File: config.mk
export PLATFORM = sky130hd
export DESIGN_NAME = lvdc_top
export DESIGN_NICKNAME = d
export VERILOG_FILES = /design/src/shared/lvdc_pkg.sv /design/src/lvdc_top.sv /design/src/lvdc_sync2.sv /design/src/lvdc_edge.sv
export SDC_FILE = /design/constraint.sdc
export NUM_CORES = 1
export LEC_CHECK = 0
export CAP_MARGIN = 20
export CORE_MARGIN = 4
export CORE_UTILIZATION = 55
export CTS_CLUSTER_DIAMETER = 50
export DETAILED_ROUTE_END_ITERATION = 12
export DONT_BUFFER_PORTS = 1
export PLACE_DENSITY = 0.81
export SYNTH_ARGS = -nofsm -noshare
export SYNTH_HDL_FRONTEND = slang
export SYNTH_SLANG_ARGS = --single-unit
File: constraint.sdc
create_clock -name CLK_SYS -period 1.2 [get_ports CLK_SYS]
set_input_delay 0.24 -clock CLK_SYS [delete_from_list [all_inputs] [get_ports CLK_SYS]]
set_output_delay 0.24 -clock CLK_SYS [all_outputs]
set_load 0.01 [all_outputs]
File: src/shared/lvdc_pkg.sv
// lvdc_pkg: constants for the low-voltage detect control register block
// assumes: single system clock, cpu register port at one byte address
package lvdc_pkg;
   localparam logic [19:0] LVDC_CTRL_ADDR = 20'hfffa9;
   localparam int LVDC_BIT_FLAG = 0;
   localparam int LVDC_BIT_ACTION = 1;
   localparam int LVDC_BIT_SOURCE = 2;
   localparam int LVDC_BIT_ON = 7;
   localparam logic [7:0] LVDC_RST_GENERIC = 8'h00;
   localparam logic [7:0] LVDC_RST_DEFAULT_ON = 8'h82;
   localparam logic [7:0] LVDC_RST_DEFAULT_OFF = 8'h00;
   // writable bit positions: on, source, action
   localparam logic [7:0] LVDC_WR_MASK = 8'h86;
   localparam logic [2:0] LVDC_BITSEL_MAX = 3'h7;
endpackage : lvdc_pkg

File: src/lvdc_top.sv
// lvdc_top: control/status register of the low-voltage detector
// assumes: cpu byte or bit writes on the system clock, comparator outputs async
//
// Summary of operation
// - generic reset loads register with 00H
// - flag bit0, action bit1, source bit2
// - detector on bit at bit 7
// - on bit 0 disables, 1 enables detection
// - source 0 supply rail, 1 external pin
// - action 0: interrupt on either crossing
// - action 1: reset held while below threshold
// - flag reads below, zero when disabled
// - detector reset keeps on/source/action bits
// - other resets load 82H or 00H by option
// - accepts single-bit and full byte writes
// - flag may glitch while comparator settles
// - disabling while low may raise interrupt
`timescale 1ns/10ps
module lvdc_top (
   input wire logic CLK_SYS,
   input wire logic RESETN,
   input wire logic RESET_BY_DETECTOR,
   input wire logic DEFAULT_OFF_OPTION,
   input wire logic [19:0] ADDR,
   input wire logic WR_BYTE,
   input wire logic WR_BIT,
   input wire logic [2:0] BIT_SEL,
   input wire logic [7:0] WDATA,
   input wire logic RD,
   input wire logic CMP_SUPPLY_BELOW,
   input wire logic CMP_EXTERNAL_BELOW,
   output logic [7:0] RDATA,
   output logic DETECTOR_INTERRUPT,
   output logic DETECTOR_RESET_REQ,
   output logic DETECTOR_ON,
   output logic SOURCE_SELECT
);
   // ----------------------------------------------------------------
   // synchronised comparator inputs
   // ----------------------------------------------------------------
   logic supply_below_s;
   logic external_below_s;

   lvdc_sync2 u_sync_supply (
      .clk(CLK_SYS),
      .rst_n(RESETN),
      .d_async(CMP_SUPPLY_BELOW),
      .q(supply_below_s)
   );

   lvdc_sync2 u_sync_external (
      .clk(CLK_SYS),
      .rst_n(RESETN),
      .d_async(CMP_EXTERNAL_BELOW),
      .q(external_below_s)
   );

   // ----------------------------------------------------------------
   // control bits
   // ----------------------------------------------------------------
   logic on_reg;
   logic on_next;
   logic source_reg;
   logic source_next;
   logic action_reg;
   logic action_next;
   logic started_reg;
   // retention copies, written in the always-on block further down
   logic keep_on_reg;
   logic keep_src_reg;
   logic keep_act_reg;

   wire addr_hit = (ADDR == lvdc_pkg::LVDC_CTRL_ADDR);
   wire byte_wr = addr_hit & WR_BYTE;
   wire bit_wr = addr_hit & WR_BIT & ~WR_BYTE;
   wire bit_val = WDATA[BIT_SEL];
   wire hit_on = bit_wr & (BIT_SEL == 3'(lvdc_pkg::LVDC_BIT_ON));
   wire hit_src = bit_wr & (BIT_SEL == 3'(lvdc_pkg::LVDC_BIT_SOURCE));
   wire hit_act = bit_wr & (BIT_SEL == 3'(lvdc_pkg::LVDC_BIT_ACTION));
   // bit 0 and bits 3..6 are never written

   assign on_next = byte_wr ? WDATA[lvdc_pkg::LVDC_BIT_ON] :
                    hit_on ? bit_val : on_reg;
   assign source_next = byte_wr ? WDATA[lvdc_pkg::LVDC_BIT_SOURCE] :
                        hit_src ? bit_val : source_reg;
   assign action_next = byte_wr ? WDATA[lvdc_pkg::LVDC_BIT_ACTION] :
                        hit_act ? bit_val : action_reg;

   // asynchronous reset gives 00H; reset-source values load on the
   // first clocked edge after release
   always_ff @(posedge CLK_SYS or negedge RESETN) begin
      if (!RESETN) begin
         on_reg <= lvdc_pkg::LVDC_RST_GENERIC[lvdc_pkg::LVDC_BIT_ON];
         source_reg <= lvdc_pkg::LVDC_RST_GENERIC[lvdc_pkg::LVDC_BIT_SOURCE];
         action_reg <= lvdc_pkg::LVDC_RST_GENERIC[lvdc_pkg::LVDC_BIT_ACTION];
         started_reg <= 1'b0;
      end else if (!started_reg) begin
         started_reg <= 1'b1;
         if (!RESET_BY_DETECTOR) begin
            on_reg <= DEFAULT_OFF_OPTION ?
               lvdc_pkg::LVDC_RST_DEFAULT_OFF[lvdc_pkg::LVDC_BIT_ON] :
               lvdc_pkg::LVDC_RST_DEFAULT_ON[lvdc_pkg::LVDC_BIT_ON];
            source_reg <= 1'b0;
            action_reg <= DEFAULT_OFF_OPTION ?
               lvdc_pkg::LVDC_RST_DEFAULT_OFF[lvdc_pkg::LVDC_BIT_ACTION] :
               lvdc_pkg::LVDC_RST_DEFAULT_ON[lvdc_pkg::LVDC_BIT_ACTION];
         end
         // detector reset: retained copies are restored below
         else begin
            on_reg <= keep_on_reg;
            source_reg <= keep_src_reg;
            action_reg <= keep_act_reg;
         end
      end else begin
         on_reg <= on_next;
         source_reg <= source_next;
         action_reg <= action_next;
      end
   end

   // ----------------------------------------------------------------
   // retention copies, on an always-on domain (no RESETN)
   // ----------------------------------------------------------------
   always_ff @(posedge CLK_SYS) begin
      if (RESETN && started_reg) begin
         keep_on_reg <= on_next;
         keep_src_reg <= source_next;
         keep_act_reg <= action_next;
      end
   end

   // ----------------------------------------------------------------
   // monitored input, flag, interrupt and reset request
   // ----------------------------------------------------------------
   wire below_sel = source_reg ? external_below_s : supply_below_s;
   // comparator runs only while enabled; settling glitches pass through
   wire below_live = on_reg & below_sel;
   logic crossing;

   // turning the detector off while low is seen as a crossing
   lvdc_edge u_edge (
      .clk(CLK_SYS),
      .rst_n(RESETN),
      .en(~action_reg),
      .d(below_live),
      .pulse(crossing)
   );

   logic flag_reg;
   always_ff @(posedge CLK_SYS or negedge RESETN) begin
      if (!RESETN) begin
         flag_reg <= 1'b0;
         DETECTOR_RESET_REQ <= 1'b0;
      end else begin
         flag_reg <= below_live;
         DETECTOR_RESET_REQ <= action_reg & below_live;
      end
   end

   assign DETECTOR_INTERRUPT = crossing;

   // ----------------------------------------------------------------
   // read back
   // ----------------------------------------------------------------
   // flag is gated by the live on bit so it reads zero as soon as detection stops
   wire flag_rd = flag_reg & on_reg;
   wire [7:0] rd_word = {on_reg, 4'h0, source_reg, action_reg, flag_rd};
   always_ff @(posedge CLK_SYS or negedge RESETN) begin
      if (!RESETN) begin
         RDATA <= 8'h00;
         DETECTOR_ON <= 1'b0;
         SOURCE_SELECT <= 1'b0;
      end else begin
         RDATA <= (RD & addr_hit) ? rd_word : 8'h00;
         DETECTOR_ON <= on_reg;
         SOURCE_SELECT <= source_reg;
      end
   end
endmodule : lvdc_top

File: src/lvdc_sync2.sv
// lvdc_sync2: two-flop synchroniser for one level
// assumes: input asynchronous to clk
`timescale 1ns/10ps
module lvdc_sync2 (
   input wire logic clk,
   input wire logic rst_n,
   input wire logic d_async,
   output logic q
);
   logic meta_reg;
   always_ff @(posedge clk or negedge rst_n) begin
      if (!rst_n) begin
         meta_reg <= 1'b0;
         q <= 1'b0;
      end else begin
         meta_reg <= d_async;
         q <= meta_reg;
      end
   end
endmodule : lvdc_sync2

File: src/lvdc_edge.sv
// lvdc_edge: any-edge detector with enable, one-cycle pulse out
// assumes: input already synchronous
`timescale 1ns/10ps
module lvdc_edge (
   input wire logic clk,
   input wire logic rst_n,
   input wire logic en,
   input wire logic d,
   output logic pulse
);
   logic prev_reg;
   always_ff @(posedge clk or negedge rst_n) begin
      if (!rst_n) begin
         prev_reg <= 1'b0;
         pulse <= 1'b0;
      end else begin
         prev_reg <= d;
         pulse <= en & (d ^ prev_reg);
      end
   end
endmodule : lvdc_edge

; ---- Word-level counts from Yosys, hierarchy flattened
; Index checks and enable logic that the tools add are counted.
[classes]
n_lt_le_gt_ge = 1
eq_ne = 4
mux = 17
bitwise = 14
n_reduce_logical = 1
[op_table]
columns = op, n
row1 = 20-bit == test (second input constant), 1
row2 = 1-bit 2-to-1 mux, 15
row3 = 1-bit bitwise AND, 11
row4 = 8-bit 2-to-1 mux, 1
row5 = 3-bit by 4-bit less-than comparator with 1-bit output (second input constant), 1
row6 = 1-bit binary-select mux with 3-bit select, 1
row7 = 3-bit by 1-bit == test with 1-bit output (second input constant), 1
row8 = 3-bit by 2-bit == test with 1-bit output (second input constant), 1
row9 = 3-bit == test (second input constant), 1
row10 = 1-bit NOT, 2
row11 = 1-bit logical AND, 1
row12 = 1-bit bitwise XOR, 1
[totals]
register_bits = 24
input_bits = 40
out_inout_bits = 12
elab_cells = 54

; ---- Logic depth before layout (Yosys ltp)
[depth]
word_depth = 7
depth_mapped = 4
ltp_nobuf = 4

; ---- Hierarchy
; A second synthesis with hierarchy kept.
[hier_totals]
hier_cells = 76
area_unflattened_um2 = 939.7
[modules_own_cells]
columns = mod, instances, cells_per_inst, area_each_um2, seq_area_each_um2
row1 = lvdc_top, 1, 68, 774.5, 390.4
row2 = lvdc_sync2, 2, 2, 50.0, 50.0
row3 = lvdc_edge, 1, 4, 65.1, 50.0

; ---- Worst setup path after synthesis
; OpenSTA, ideal clock, no wires.
[synth_path]
kind = input to register
startpoint = in ADDR[2]
endpoint = reg keep_src_reg, data pin
setup_ps = 260
arrival_ps = 1102
required_time_ps = 940
slack_ps = -162
stages = 4
n_path_buf = 0
path_cell_list = nand4bb_4 nor3_4 nand3_2 mux2_4
[synth_via]
elab_chain_len = 6
elab_cells_between_ends = 7
cone_classes = 1 x eq/ne / 2 x mux / 4 x bitwise
[synth_rtl]
columns = item, line
row1 = from (decl), lvdc_top.sv:24  ; input wire logic [19:0] ADDR,
row2 = 20-bit == test (*), lvdc_top.sv:73  ; wire addr_hit = (ADDR == lvdc_pkg::LVDC_CTRL_ADDR);
row3 = 1-bit bitwise AND (2 in a row), lvdc_top.sv:75  ; wire bit_wr = addr_hit & WR_BIT & ~WR_BYTE;
row4 = 1-bit bitwise AND, lvdc_top.sv:78  ; wire hit_src = bit_wr & (BIT_SEL == 3'(lvdc_pkg::LVDC_BIT_SOURCE));
row5 = 1-bit 2-to-1 mux, lvdc_top.sv:85  ; hit_src ? bit_val : source_reg;
row6 = 1-bit 2-to-1 mux (*), lvdc_top.sv:84  ; assign source_next = byte_wr ? WDATA[lvdc_pkg::LVDC_BIT_SOURCE] :
row7 = via source_next, lvdc_top.sv:64  ; logic source_next;
row8 = to (signal assigned), lvdc_top.sv:127  ; keep_src_reg <= source_next;
row9 = to (decl), lvdc_top.sv:70  ; logic keep_src_reg;
; Mark *: on every way through the listed nets, which the timed path passes. The rest lies on a longest branch.
; A chain may end at the register's enable or synchronous reset.

; ---- Final worst setup path
[layout_path]
startpoint = reg source_reg
endpoint = reg u_edge.pulse
[layout_via]
elab_chain_len = 4
[layout_rtl]
columns = item, line
row1 = from (decl), lvdc_top.sv:63  ; logic source_reg;
row2 = from (signal assigned), lvdc_top.sv:94  ; source_reg <= lvdc_pkg::LVDC_RST_GENERIC[lvdc_pkg::LVDC_BIT_SOURCE];
row3 = from (signal assigned), lvdc_top.sv:111  ; source_reg <= keep_src_reg;
row4 = from (signal assigned), lvdc_top.sv:116  ; source_reg <= source_next;
row5 = 1-bit 2-to-1 mux, lvdc_top.sv:135  ; wire below_sel = source_reg ? external_below_s : supply_below_s;
row6 = 1-bit bitwise AND, lvdc_top.sv:137  ; wire below_live = on_reg & below_sel;
row7 = via below_live, lvdc_top.sv:137
row8 = 1-bit bitwise XOR, lvdc_edge.sv:18  ; pulse <= en & (d ^ prev_reg);
row9 = 1-bit bitwise AND, lvdc_edge.sv:18
row10 = to (signal assigned), lvdc_edge.sv:18
row11 = to (decl), lvdc_edge.sv:9  ; output logic pulse
; The timed path passes the listed nets, and every way through them passes these cells.

==> flow_summary.toml <==
[logic_synthesis]
synth_top_area_share_pct = 45.39
synthTopCellsByArea = "dfrtp_1 (45%), edfxtp_1 (9.6%), nand4_1 (6.0%), a31o_2 (3.7%), buf_4 (3.2%)"
syn_inst = 79
yosysSeqAreaShare_pct = 55.01
ys_ff_latch = 20
synthesis.area_um2 = 937.1
ys_types = 29
synth_area_per_cell_um2 = 11.86
yosys_warnings = 0
synth_top_area_cell = "dfrtp_1"

[clocking]
clkSinkCount = 20
htree_levels = 1
path_clk_slew_ps = 100
insertion_delay_ps = 290
cts_setup_buffers = 0
clockBufferDepth = 2
cts_buffers = 3
clockRootBuffer = "clkbuf_4"
cts_tree = "done"

[sta]
setup_ws_ps = 166.1
setup_viol = 0
max_slew.worst_pin.slew_ps = 727.7
hold_viol = 0
fin_crit_sh_pct = 86.16
fmax_mhz = 967.2
rsz0062_at_grt = "no"
fin_setup_tns_ps = 0
fin_crit_ps = 1034
relSlewSlack_pct = 51.33
holdWs_ps = 91.92
slew_viol_final = 0
fin_worst_skew_ps = 5.197

[global_route]
grt_use_total_pct = 15.68
antenna_found_initial = 0
overflow = 0
grt_first_pass_wirelength_mm = 2.932
grt_pass1_vias = 655
grt_max_degree = 18

[route]
drc = 0
vias = 658
post_drt_wl_per_cell_um = 17.67
vias_per_cell = 6.327
routed_wirelength_mm = 1.838
ant_nets = 0
first_pass_iters = 4
drt-initial-drc-count = 6

[floorplan]
die_area_um2 = 2429
fp.dieW_um = 49.28
core_um2 = 1559
io_pins = 52
num_rows = 14
die_h_um = 49.28
start_util_pct = 60.11

[layout]
regMostFlops = "RDATA"
nFillCells = 117
antenna_cells = 0
synthToLayoutAreaGrowth_pct = 11.48
drive_above_1_share_pct = 20.45
largest_reg_flops = 4
fin_util_pct = 67.01
nets = 129

[place]
port_buffers = 0
hpwl_mm = 1.484
pre_cts_slack_ps = -130.6
place_congestion = 0.6987

[power_and_ir_drop]
p_clk_share_pct = 29.0
p_sw_uw = 281.0
irDropWorstVdd_mv = 0.8021
internal-power_uw = 989.6
leakagePower_nw = 0.4656
p_per_area_nw_per_um2 = 1216
switching_share_pct = 22.12
power_frac_comb_pct = 10.0
seq_power_share_pct = 61.0

[worst_setup_path]
crit_type = "reg -> reg"
crit_path_end_kind = "flop"
startpoint = "source_reg$_DFF_PN0_"
startpoint_type = "flop"
r2r_start = "source_reg$_DFF_PN0_"
worstRegToRegCells = 4
cp.required_ps = 1400
cp_data_arrival_time_ps = 1230
critPathMaxFanout = 5

[worst_hold_path]
min_from = "RD"
hold_depth = 1
hp-class = "in -> reg"

[status]
status = "finished clean"

[flow_run]
maxCapViolCount = 0
-- Yosys cell counts (all sizes together) --
master,number
a211oi,2
a21o,1
a31o,4
a31oi,2
a41o,1
and2,3
and3,3
and4,1
buf,4
conb,2
dfrtp,17
edfxtp,3
inv,4
mux2,1
mux2i,1
nand2,4
nand3,2
nand4,9
nand4bb,2
nor2,5
nor2b,1
nor3,3
o22a,1
or4bb,2
xnor2,1
-- cells in the final DEF, fill, tap and decap left out, drive strengths merged, types with 2 or more instances in the layout --
cell and n:
and3 3, a211oi 2, nand4bb 2, buf 3, nand4 9, nor3 3, dfrtp 17, a31oi 2
a31o 4, or4bb 2, and2 3, inv 4, nor2 5, edfxtp 3, conb 5, nand2 4
nand3 2, dlygate4sd3 3, clkbuf 4
-- critical path, cell delays in order, from the launching register on --
cell and delay [ps]:
dfrtp_2 430, mux2i_1 240, nor2_1 90, xnor2_1 130, nor2_1 50
-- final timing paths --
path	slack [ps]	endpoint
max reg2reg	170	u_edge.pulse$_DFF_PN0_
min reg2reg	370	u_sync_supply.q$_DFF_PN0_
max	170	u_edge.pulse$_DFF_PN0_
min in group asynchronous	440	u_edge.pulse$_DFF_PN0_
max in group asynchronous	260	source_reg$_DFF_PN0_
min	90	RDATA[1]$_DFF_PN0_
-- layout make-up --
| type | instances | area (µm²) | area share [%] |
|---|---|---|---|
| Sequential cell | 20 | 516.7 | 49.46 |
| Multi-Input combinational cell | 54 | 404.1 | 38.68 |
| Timing Repair Buffer | 6 | 52.55 | 5.030 |
| Clock buffer | 4 | 36.28 | 3.473 |
| Tap cell | 16 | 20.02 | 1.916 |
| Inverter | 4 | 15.01 | 1.437 |
-- timing repair --
| action | in CTS | in global routing |
|---|---|---|
| setup endpoints to repair | 0 | 1 |
| hold endpoints to repair | 19 | 0 |
| hold buffers | 3 | 0 |
| resized for setup | 0 | 1 |
-- logic make-up (layout without fill, tap and decap cells) --
logic type,Yosys count,after routing,synth area share (%)
xor+xnor,1,1,0.9348
compound gates,11,11,9.479
flops,20,20,55.01
buf+inv,8,14,4.806
mux,2,2,2.670
other cells,2,5,0.8014
simple gates,35,35,26.30
-- power by group through the flow --
stage          Clock [mW]  Sequential [mW]  Combinational (mW)
3_5_place_dp            0            0.789               0.109
6_report            0.368            0.775               0.127
2_1_floorplan           0            0.779               0.103
3_3_place_gp            0            0.786               0.104
4_1_cts             0.381            0.775               0.128
5_1_grt             0.428            0.780               0.141
-- stage by stage --
| step | area, µm² | total power [mW] | instances |
|---|---|---|---|
| after floorplan | 964.7 | 0.8817 | 82 |
| after global routing | 1045 | 1.349 | 104 |
| after global placement | 977.2 | 0.8907 | 97 |
| after detailed placement | 977.2 | 0.8984 | 97 |
| after CTS | 1044 | 1.285 | 104 |
| final | 1045 | 1.271 | 104 |
-- per-layer routing --
| layer | global-route usage, % | routed length [µm] | up-vias |
|---|---|---|---|
| li1 | - | - | 305 |
| met1 | 17.49 | 645 | 322 |
| met2 | 28.57 | 1029 | 31 |
| met3 | 5.505 | 163 | 0 |
| met4 | 2.844 | 0 | 0 |
| met5 | 0 | 0 | - |
Power figures use the tool's default switching activity.
